File: config.mk
export PLATFORM = sky130hd
export DESIGN_NAME = ird_decoder
export DESIGN_NICKNAME = d
export VERILOG_FILES = /design/src/shared/ird_pkg.sv /design/src/hdl/ird_decoder.sv
export VERILOG_INCLUDE_DIRS = /design/src /design/src/shared
export SDC_FILE = /design/constraint.sdc
export NUM_CORES = 1
export LEC_CHECK = 0
export BUFFER_PORTS_ARGS = -buffer_cell sky130_fd_sc_hd__buf_2
export CAP_MARGIN = 20
export CORE_ASPECT_RATIO = 1.4
export CORE_MARGIN = 5
export CORE_UTILIZATION = 45
export DETAILED_ROUTE_END_ITERATION = 8
export SYNTH_ARGS = -nofsm -noshare
export SYNTH_HDL_FRONTEND = slang
export SYNTH_SLANG_ARGS = --single-unit
File: constraint.sdc
create_clock -name clk -period 3.6 [get_ports clk]
set_input_delay 1.08 -clock clk [delete_from_list [all_inputs] [get_ports clk]]
set_output_delay 1.08 -clock clk [all_outputs]
set_load 0.005 [all_outputs]
File: src/shared/ird_map.svh
// Register offsets, field positions and reset values of the infrared receive decoder.
// Assumes inclusion by bare name from the decoder file and the bench.
`ifndef IRD_MAP_SVH
`define IRD_MAP_SVH
`define IRD_OFS_CTRL 4'h0
`define IRD_OFS_PRESC 4'h1
`define IRD_OFS_GUIDE_LO 4'h2
`define IRD_OFS_GUIDE_HI 4'h3
`define IRD_OFS_ZERO_LO 4'h4
`define IRD_OFS_ZERO_HI 4'h5
`define IRD_OFS_ONE_LO 4'h6
`define IRD_OFS_ONE_HI 4'h7
`define IRD_OFS_STATUS 4'h8
`define IRD_OFS_SHIFT 4'h9
`define IRD_OFS_DATA 4'hA
`define IRD_CTRL_RUN 0
`define IRD_CTRL_FMT_LSB 1
`define IRD_CTRL_DIR 4
`define IRD_ST_GOK 0
`define IRD_ST_FULL 1
`define IRD_ST_DERR 2
`define IRD_ST_END 3
`define IRD_ST_HOLD 4
`define IRD_RST_BYTE 8'h00
`define IRD_CNT_MAX 6'h3F
`define IRD_MULT_PPM 6'h04
`define IRD_MULT_MAN 6'h02
`define IRD_LAST_BIT 3'h7
`endif

File: src/shared/ird_pkg.sv
// Types shared by the infrared receive decoder.
// Assumes nothing of its surroundings.
package ird_pkg;
   typedef enum logic [1:0] {
      IRD_IDLE = 2'b00,
      IRD_GUIDE = 2'b01,
      IRD_DATA = 2'b11,
      IRD_HOLD = 2'b10
   } ird_state_e;
   typedef enum logic [2:0] {
      IRD_FMT_A = 3'h0,
      IRD_FMT_B = 3'h1,
      IRD_FMT_C = 3'h2,
      IRD_FMT_D = 3'h3
   } ird_fmt_e;
endpackage

File: src/hdl/ird_decoder.sv
// Infrared remote receive decoder: PPM formats A, B, C and Manchester format D.
// Assumes a register master that keeps strobes one cycle long and never both at once.
`include "ird_map.svh"

module ird_decoder (
   // Clock and reset.
   input wire logic clk,
   input wire logic srst,
   // Register port.
   input wire logic [3:0] addr,
   input wire logic [7:0] wdata,
   input wire logic we,
   input wire logic re,
   output logic [7:0] rdata,
   // Demodulated remote input.
   input wire logic ir_in
);
   import ird_pkg::*;

   logic [7:0] ctrl_q, presc_q, rdata_q, rx_shift_register_q, rx_data_register_q;
   logic [4:0] guide_low_limit_q, guide_high_limit_q, zero_low_limit_q;
   logic [4:0] zero_high_limit_q, one_low_limit_q, one_high_limit_q;
   logic [2:0] rx_bit_counter_q;
   logic [5:0] majority_counter_q, mult_q;
   logic [7:0] base_q;
   logic [2:0] sync_q;
   logic guide_ok_flag_q, byte_full_flag_q, data_error_flag_q, rx_end_flag_q;
   logic first_q, first_d, srch_q, srch_d, samp1_q, samp1_d, samp3_q, samp3_d;
   logic clr_cnt, start_rx, gok_set, bit_ok, bit_val, derr_set, end_set;
   ird_state_e st_q, st_d;

   // Register decode.
   wire wr_ctrl = we && addr == `IRD_OFS_CTRL;
   wire wr_presc = we && addr == `IRD_OFS_PRESC;
   wire wr_stat = we && addr == `IRD_OFS_STATUS;
   wire sr_read = re && addr == `IRD_OFS_SHIFT;
   wire rx_run = ctrl_q[`IRD_CTRL_RUN];
   wire shift_direction = ctrl_q[`IRD_CTRL_DIR];
   wire [2:0] fmt = ctrl_q[`IRD_CTRL_FMT_LSB +: 3];
   wire is_a = fmt == IRD_FMT_A;
   wire is_b = fmt == IRD_FMT_B;
   wire is_c = fmt == IRD_FMT_C;
   wire is_d = fmt == IRD_FMT_D;
   wire rx_hold_flag = st_q == IRD_HOLD;
   wire [2:0] tick_period_select = presc_q[2:0];
   wire [1:0] guide_prescale_count = presc_q[7:6];
   wire [1:0] data_prescale_count = presc_q[5:4];

   // Edge detection on the synchronised input.
   wire in_s = sync_q[1];
   wire rise = sync_q[1] && !sync_q[2];
   wire fall = !sync_q[1] && sync_q[2];
   wire any_edge = rise || fall;
   wire q_edge = is_a ? fall : rise;

   // Time base: the base period is 2^select clocks, times the format multiplier shifted left by the prescale count.
   wire data_mode = st_q == IRD_DATA;
   wire [1:0] pc_sel = data_mode ? data_prescale_count : guide_prescale_count;
   wire [5:0] mult_base = (fmt >= IRD_FMT_D) ? `IRD_MULT_MAN : `IRD_MULT_PPM;
   wire [5:0] mult_max = 6'((mult_base << pc_sel) - 6'h01);
   wire [7:0] base_max = 8'((8'h01 << tick_period_select) - 8'h01);
   wire base_hit = base_q == base_max;
   wire measure_tick = base_hit && mult_q == mult_max;
   wire [5:0] cnt = majority_counter_q;

   // Window comparisons; a limit L means L + 1 ticks.
   wire g_win = cnt > {1'b0, guide_low_limit_q} && cnt <= {1'b0, guide_high_limit_q};
   wire z_win = cnt > {1'b0, zero_low_limit_q} && cnt <= {1'b0, zero_high_limit_q};
   wire o_win = cnt > {1'b0, one_low_limit_q} && cnt <= {1'b0, one_high_limit_q};
   wire over = cnt > {1'b0, one_high_limit_q};
   wire t1 = measure_tick && cnt == {1'b0, zero_low_limit_q};
   wire t2 = measure_tick && cnt == {1'b0, zero_high_limit_q};
   wire t3 = measure_tick && cnt == {1'b0, one_low_limit_q};
   wire t4 = measure_tick && cnt == {1'b0, one_high_limit_q};
   wire d_bad = first_q ? !samp1_q : samp1_q == samp3_q;

   // Shift path.
   wire [7:0] sr_next = shift_direction ? {rx_shift_register_q[6:0], bit_val}
                                        : {bit_val, rx_shift_register_q[7:1]};
   wire byte_done = bit_ok && rx_bit_counter_q == `IRD_LAST_BIT;
   wire [7:0] status = {rx_hold_flag, rx_end_flag_q, data_error_flag_q, byte_full_flag_q,
                        guide_ok_flag_q, rx_bit_counter_q};

   // Read selection.
   wire [7:0] rd_mux =
      addr == `IRD_OFS_CTRL ? ctrl_q :
      addr == `IRD_OFS_PRESC ? presc_q :
      addr == `IRD_OFS_GUIDE_LO ? {3'h0, guide_low_limit_q} :
      addr == `IRD_OFS_GUIDE_HI ? {3'h0, guide_high_limit_q} :
      addr == `IRD_OFS_ZERO_LO ? {3'h0, zero_low_limit_q} :
      addr == `IRD_OFS_ZERO_HI ? {3'h0, zero_high_limit_q} :
      addr == `IRD_OFS_ONE_LO ? {3'h0, one_low_limit_q} :
      addr == `IRD_OFS_ONE_HI ? {3'h0, one_high_limit_q} :
      addr == `IRD_OFS_STATUS ? status :
      addr == `IRD_OFS_SHIFT ? rx_shift_register_q :
      addr == `IRD_OFS_DATA ? rx_data_register_q : `IRD_RST_BYTE;
   assign rdata = rdata_q;

   always_comb begin
      st_d = st_q;
      {clr_cnt, start_rx, gok_set, bit_ok, bit_val, derr_set, end_set} = 7'h00;
      {first_d, srch_d, samp1_d, samp3_d} = {first_q, srch_q, samp1_q, samp3_q};
      unique case (st_q)
         IRD_IDLE: begin
            if (rise && fmt <= IRD_FMT_D) begin
               clr_cnt = 1'b1;
               if (is_c || is_d) begin
                  start_rx = 1'b1;
                  first_d = 1'b1;
                  srch_d = 1'b0;
                  st_d = IRD_DATA;
               end else begin
                  st_d = IRD_GUIDE;
               end
            end
         end
         IRD_GUIDE: begin
            if ((is_a && fall) || (is_b && rise)) begin
               clr_cnt = 1'b1;
               if (g_win) begin
                  gok_set = 1'b1;
                  start_rx = 1'b1;
                  st_d = IRD_DATA;
               end else begin
                  // A failed rising-edge guide restarts measurement at this edge.
                  st_d = is_b ? IRD_GUIDE : IRD_IDLE;
               end
            end
         end
         IRD_DATA: begin
            if (is_d) begin
               if (t1) begin
                  samp1_d = in_s;
               end
               if (t2) begin
                  bit_val = samp1_q;
                  if (d_bad) begin
                     derr_set = 1'b1;
                     st_d = IRD_IDLE;
                  end else begin
                     bit_ok = 1'b1;
                  end
               end
               if (t3) begin
                  samp3_d = in_s;
                  srch_d = 1'b1;
               end
               if (srch_q && any_edge) begin
                  clr_cnt = 1'b1;
                  srch_d = 1'b0;
                  first_d = 1'b0;
               end else if (t4) begin
                  end_set = 1'b1;
               end
            end else if (q_edge) begin
               clr_cnt = 1'b1;
               bit_val = o_win;
               if (z_win || o_win) begin
                  bit_ok = 1'b1;
               end else begin
                  derr_set = 1'b1;
                  st_d = IRD_IDLE;
               end
            end else if (over) begin
               end_set = 1'b1;
            end
            if (end_set) begin
               st_d = IRD_HOLD;
            end
         end
         IRD_HOLD: begin
            if (sr_read) begin
               st_d = IRD_IDLE;
            end
         end
      endcase
      if (!rx_run) begin
         st_d = IRD_IDLE;
      end
   end

   always_ff @(posedge clk) begin
      if (srst) begin
         sync_q <= 3'h0;
      end else begin
         sync_q <= {sync_q[1:0], ir_in};
      end
   end

   always_ff @(posedge clk) begin
      if (srst || clr_cnt) begin
         base_q <= 8'h00;
         mult_q <= 6'h00;
      end else if (base_hit) begin
         base_q <= 8'h00;
         mult_q <= measure_tick ? 6'h00 : 6'(mult_q + 6'h01);
      end else begin
         base_q <= 8'(base_q + 8'h01);
      end
   end

   always_ff @(posedge clk) begin
      if (srst || clr_cnt) begin
         majority_counter_q <= 6'h00;
      end else if (measure_tick && majority_counter_q != `IRD_CNT_MAX) begin
         majority_counter_q <= 6'(majority_counter_q + 6'h01);
      end
   end
   always_ff @(posedge clk) begin
      if (srst) begin
         st_q <= IRD_IDLE;
         {first_q, srch_q, samp1_q, samp3_q} <= 4'h0;
      end else begin
         st_q <= st_d;
         {first_q, srch_q, samp1_q, samp3_q} <= {first_d, srch_d, samp1_d, samp3_d};
      end
   end

   always_ff @(posedge clk) begin
      if (srst || !rx_run || start_rx) begin
         rx_shift_register_q <= `IRD_RST_BYTE;
         rx_bit_counter_q <= 3'h0;
      end else if (bit_ok) begin
         rx_bit_counter_q <= 3'(rx_bit_counter_q + 3'h1);
         rx_shift_register_q <= byte_done ? `IRD_RST_BYTE : sr_next;
      end
   end

   always_ff @(posedge clk) begin
      if (srst) begin
         rx_data_register_q <= `IRD_RST_BYTE;
      end else if (byte_done) begin
         rx_data_register_q <= sr_next;
      end
   end
   // Sticky flags: software writes one to clear, a same-cycle set wins.
   always_ff @(posedge clk) begin
      if (srst) begin
         {guide_ok_flag_q, byte_full_flag_q, data_error_flag_q, rx_end_flag_q} <= 4'h0;
      end else begin
         guide_ok_flag_q <= gok_set || (guide_ok_flag_q && !(wr_stat && wdata[`IRD_ST_GOK]));
         byte_full_flag_q <= byte_done || (byte_full_flag_q && !(wr_stat && wdata[`IRD_ST_FULL]));
         data_error_flag_q <= derr_set || (data_error_flag_q && !(wr_stat && wdata[`IRD_ST_DERR]));
         rx_end_flag_q <= end_set || (rx_end_flag_q && !(wr_stat && wdata[`IRD_ST_END]));
      end
   end
   always_ff @(posedge clk) begin
      if (srst) begin
         {ctrl_q, presc_q, rdata_q} <= {3{`IRD_RST_BYTE}};
      end else begin
         if (wr_ctrl) ctrl_q <= wdata;
         if (wr_presc) presc_q <= wdata;
         rdata_q <= re ? rd_mux : `IRD_RST_BYTE;
      end
   end
   always_ff @(posedge clk) begin
      if (srst) begin
         {guide_low_limit_q, guide_high_limit_q, zero_low_limit_q} <= 15'h0000;
         {zero_high_limit_q, one_low_limit_q, one_high_limit_q} <= 15'h0000;
      end else if (we) begin
         if (addr == `IRD_OFS_GUIDE_LO) guide_low_limit_q <= wdata[4:0];
         if (addr == `IRD_OFS_GUIDE_HI) guide_high_limit_q <= wdata[4:0];
         if (addr == `IRD_OFS_ZERO_LO) zero_low_limit_q <= wdata[4:0];
         if (addr == `IRD_OFS_ZERO_HI) zero_high_limit_q <= wdata[4:0];
         if (addr == `IRD_OFS_ONE_LO) one_low_limit_q <= wdata[4:0];
         if (addr == `IRD_OFS_ONE_HI) one_high_limit_q <= wdata[4:0];
      end
   end
endmodule

==> Word level (Yosys, flattened, before mapping) <==
Cells that the tools add are included.
{ "classes": {"n_addsub": 6, "magnitude_cmp": 9, "n_eq_ne": 36, "shift": 2, "n_mux": 77, "bitwise_logic": 2, "n_reduce_logical": 65} }
{ "ops": {"columns": ["operator", "count"], "rows": [
  ["$mux W8", 13],
  ["$mux W1", 45],
  ["$logic_and A1 B1 Y1", 28],
  ["$eq A6 B5 Y1", 4],
  ["$gt A6 B5 Y1", 4],
  ["$mux W2", 12],
  ["$le A6 B5 Y1", 3],
  ["$eq A4 B3 Y1 const B", 4],
  ["$add A6 B1 Y6 const B", 2],
  ["$eq A4 B4 Y1 const B", 3],
  ["$reduce_and A2 Y1", 6],
  ["$logic_or A1 B1 Y1", 11],
  ["$ne A2 B2 Y1 const B", 5],
  ["$reduce_and A5 Y1", 2],
  ["$add A8 B1 Y8 const B", 1],
  ["$eq A4 B2 Y1 const B", 2],
  ["$eq A8 B8 Y1", 1],
  ["$logic_not A1 Y1", 8],
  ["$ne A4 B2 Y1 const B", 2],
  ["$ne A4 B3 Y1 const B", 2],
  ["$pmux W2 S4", 1],
  ["$shl A1 B3 Y8 const A", 1],
  ["$sub A8 B1 Y8 const B", 1],
  ["$reduce_and A7 Y1", 1],
  ["27 further kinds", 35]
]} }
{ "word_totals": {"reg_bits": 106, "inputBits": 17, "output_inout_bits": 8, "word_cells": 222} }

==> Logic depth before layout (Yosys ltp) <==
{ "logic_depth": {"ltp_word": 13, "ltp_mapped": 17, "mapped_depth_nobuf": 14} }

==> Worst setup path after synthesis <==
No wires, ideal clock.
{ "synth_timing": {"kind": "flip-flop to flip-flop", "startpoint": "register st_q[0]", "endpoint": "register majority_counter_q[4], in the netlist cnt[4]", "setup_time_ns": 0.070, "arrival_ns": 3.671, "t_required_ns": 3.530, "path_slack_ns": -0.142, "stages_incl_launch_ff": 18, "period_less_slack_ns": 3.742, "path_cell_list": "dfxtp_1 -> buf_4 -> and2_1 -> clkbuf_1 -> nand2_1 -> nand2_1 -> inv_1 -> ha_1 -> nand3_1 -> ha_1 -> or2_2 -> a221oi_2 -> o31a_1 -> o2111ai_2 -> or4_1 -> buf_2 -> or3_1 -> a21oi_1"} }
{ "synth_via": {"elab_chain_len": 7} }
{ "synth_rtl": {"columns": ["item", "line_no", "rtl"], "rows": [
  ["start, declared", "ird_decoder.sv:30", "ird_state_e st_q, st_d;"],
  ["start signal, assigned", "ird_decoder.sv:214", "st_q <= st_d;"],
  ["$eq A2 B2 Y1", "ird_decoder.sv:57, ird_decoder.sv:103", null],
  ["$mux W2", "ird_decoder.sv:58", "wire [1:0] pc_sel = data_mode ? data_prescale_count : guide_prescale_count;"],
  ["$shl A3 B2 Y6", "ird_decoder.sv:60", "wire [5:0] mult_max = 6'((mult_base << pc_sel) - 6'h01);"],
  ["$sub A6 B1 Y6", "ird_decoder.sv:60", null],
  ["$eq A6 B6 Y1", "ird_decoder.sv:63", "wire measure_tick = base_hit && mult_q == mult_max;"],
  ["$logic_and A1 B1 Y1", "ird_decoder.sv:63", null],
  ["$logic_and A1 B1 Y1 (no source line)", null, null],
  ["end signal, assigned", "ird_decoder.sv:206", "majority_counter_q <= 6'(majority_counter_q + 6'h01);"],
  ["end, declared", "ird_decoder.sv:24", "logic [5:0] majority_counter_q, mult_q;"]
]} }
Parallel ways exist; a longest one is shown, timed or not.
A chain may end at the register's enable or synchronous reset.

==> Worst setup path after layout <==
{ "layout_timing": {"startpoint": "register st_q[1]", "endpoint": "register majority_counter_q[5], in the netlist cnt[5]"} }
Same word-level chain as after synthesis.

==> impl_metrics.env <==
export IMPL_setup_worst_path_class="reg -> reg"
export IMPL_slew_headroom_pct=46.4
export IMPL_worst_r2r_path_depth=15
export IMPL_overflow=0
export IMPL_layout_drive_gt1_share_pct=14.2
export IMPL_nets=858
export IMPL_wl_per_cell_um=17.9
export IMPL_port_buffers=24
export IMPL_critPathLaunchType="flop"
export IMPL_seq_area_frac_synth_pct=33.3
export IMPL_synth_compound_area_share_pct=15.4
export IMPL_crit_path_end_kind="flop"
export IMPL_placed_cells=968
export IMPL_yosysWarnings=0
export IMPL_grt_pass1_vias=5677
export IMPL_synth_main_ff_cell="dfxtp_1"
export IMPL_dieArea_um2=16700
export IMPL_antenna_found_initial=0
export IMPL_ys_ff_latch=106
export IMPL_drc=0
export IMPL_start_util_pct=45.8
export IMPL_cts_made_buffers=9
export IMPL_io_pins=25
export IMPL_grt_max_degree=51
export IMPL_slew_violations=0
export IMPL_areaGrowthSynthToFinish_pct=11.8
export IMPL_viasPerCell=5.75
export IMPL_multi_input_area_um2=3970
export IMPL_synthSimpleGateAreaFrac_pct=23.2
export IMPL_cp_required_ps=3840
export IMPL_synth_fa_ha_area_share_pct=8.25
export IMPL_finalSetupViolations=0
export IMPL_path_max_fanout=6
export IMPL_initialDrtViolationCount=243
export IMPL_layout_worst_path_cycle_share_pct=95.5
export IMPL_regArea_um2=2120
export IMPL_min_period_ps=3440
export IMPL_synth_edf_count=0
export IMPL_gp_congestion=0.875
export IMPL_grt_pass1_wl_mm=28.7
export IMPL_async_flop_share_pct=0
export IMPL_synth_xor_area_share_pct=2.47
export IMPL_syn_inst=780
export IMPL_die_h_um=151
export IMPL_hp_class="reg -> reg"
export IMPL_ant_nets=0
export IMPL_cts_sinks=106
export IMPL_dp_hpwl_mm=13.6
export IMPL_clk_latency_ps=360
export IMPL_max_freq_mhz=291
export IMPL_antennaDiodeCount=0
export IMPL_place_ws_ps=-50.8
export IMPL_final_util_pct=51.2
export IMPL_fin_worst_skew_ps=15.0
export IMPL_layout_commonest_cell="dfxtp_1"
export IMPL_ir_drop_v=0.000208
export IMPL_synth_fp_nets=839
export IMPL_cts_tree="yes"
export IMPL_clockBufferDepth=2
export IMPL_cts_root_buf="clkbuf_16"
export IMPL_powerDensity_nw_per_um2=341
export IMPL_final_hold_violation_count=0
export IMPL_vias=5685
export IMPL_firstDrtPassIters=5
export IMPL_fin_cells=989
export IMPL_final_setup_worst_slack_ps=164
export IMPL_outcome="complete, no violations"
export IMPL_crit_arrival_ps=3670
export IMPL_drv_cap=0
export IMPL_synth_avg_cell_area_um2=8.17
export IMPL_synthMuxAreaShare_pct=11.7
export IMPL_grt_usage_pct=21.4
export IMPL_synth_distinct_cells=62
export IMPL_final_cell_mix="dfxtp_1, nor2_1, nand2_1"
export IMPL_h_tree_depth=3
export IMPL_p_leak_nw=2.68
export IMPL_cts_clk_slew_worst_paths_ps=70
export IMPL_netlist_area_um2=6370
export IMPL_hold_depth=1
export IMPL_core_area_um2=13900
export IMPL_rows=51
export IMPL_die_x_um=111
export IMPL_routed_wl_mm=17.7
export IMPL_worst_slew_pin_slew_ps=803
export IMPL_nFillCells=1380
export IMPL_synth_top_family_by_area="simple AND/OR/NAND/NOR gates"
export IMPL_holdWs_ps=450
export IMPL_holdBufCountCts=0
[kinds of logic (layout without fill, tap and decap cells)]
group	Yosys count	count (layout)
buf+inv	93	117
simple gates	303	303
xor+xnor	18	18
compound gates	152	152
fa+ha+maj	42	42
flops	106	106
mux	66	66
[per-stage QoR]
step           cell area [um^2]  setup TNS [ps]  power, W
3_3_place_gp               6740               0   0.00146
6_report                   7120               0   0.00243
4_1_cts                    7040               0   0.00244
5_1_grt                    7120           -13.8   0.00252
3_5_place_dp               6740            -145   0.00147
2_1_floorplan              6390               0   0.00139
[report_power, final]
part	switching [W]	internal [W]
Combinational	0.000156	0.0000937
Sequential	0.0000188	0.00119
Clock	0.000484	0.000485
Total	0.000659	0.00177
[layer usage]
metal  vias up  track usage (%)  share of wire [%]
li1       2774                -                  -
met1      2692             24.1                 40
met2       168             39.2                 51
met3        51             2.68                4.3
met4         0             12.0                5.2
met5         -                0                  0
[timing repair]
action / CTS / global route
gates resized for setup: 3 / 15
pin swaps: 0 / 6
cloned: 0 / 1
hold endpoints to repair: 0 / 0
setup buffers: 0 / 4
setup endpoints to repair: 11 / 22
[synth_stat cells (all sizes together) (7+ instances only)]
| cell type | number | area [um^2] |
|---|---|---|
| buf | 12 | 58.8 |
| nand2 | 74 | 278 |
| nand2b | 12 | 75.1 |
| a211oi | 9 | 67.6 |
| xnor2 | 7 | 61.3 |
| or3 | 8 | 50.1 |
| clkbuf | 32 | 120 |
| dfxtp | 106 | 2120 |
| nor2 | 90 | 338 |
| ha | 42 | 526 |
| xor2 | 11 | 96.3 |
| mux2 | 8 | 90.1 |
| nor4 | 8 | 62.6 |
| inv | 49 | 184 |
| nand4 | 10 | 62.6 |
| a21oi | 57 | 285 |
| mux2i | 52 | 521 |
| a221oi | 7 | 73.8 |
| nor2b | 24 | 150 |
| and3 | 13 | 81.3 |
| nand3 | 36 | 185 |
| o21ai | 32 | 160 |
[worst paths after layout]
| kind | start | to | slack, ps |
|---|---|---|---|
| worst min-delay path | sync_q[0] | sync_q[1] | 450 |
| worst max-delay path | st_q[1] | cnt[5] | 160 |
| worst min register to register | sync_q[0] | sync_q[1] | 450 |
| worst max register to register | st_q[1] | cnt[5] | 160 |
[cell type report]
class                           count  share of cell area (%)
Timing Repair Buffer               52                    4.64
Multi-Input combinational cell    581                    55.7
Clock buffer                       10                    3.21
Inverter                           49                    2.58
Clock inverter                      6                   0.773
Sequential cell                   106                    29.8
Tap cell                          185                    3.25
[worst max-delay path: stages (launching register included)]
cell,delay (ps)
dfxtp_2,360
and2_1,140
nand2_1,70
nand2_2,90
inv_2,60
ha_4,280
nand3_1,70
ha_2,210
or2_2,330
a221oi_4,270
o31a_1,240
o2111ai_4,220
or4_4,510
buf_4,160
o21ai_0,230
a21oi_2,80
[registers in the layout, summed over array words and instances, names as in the netlist, 6 cells and up]
signal and cells:
base_q 8, ctrl_q 8, presc_q 8, rdata 8, rx_data_register_q 8, rx_shift_register_q 8
cnt 6, mult_q 6
No activity file was read; power rests on OpenSTA's default activity.
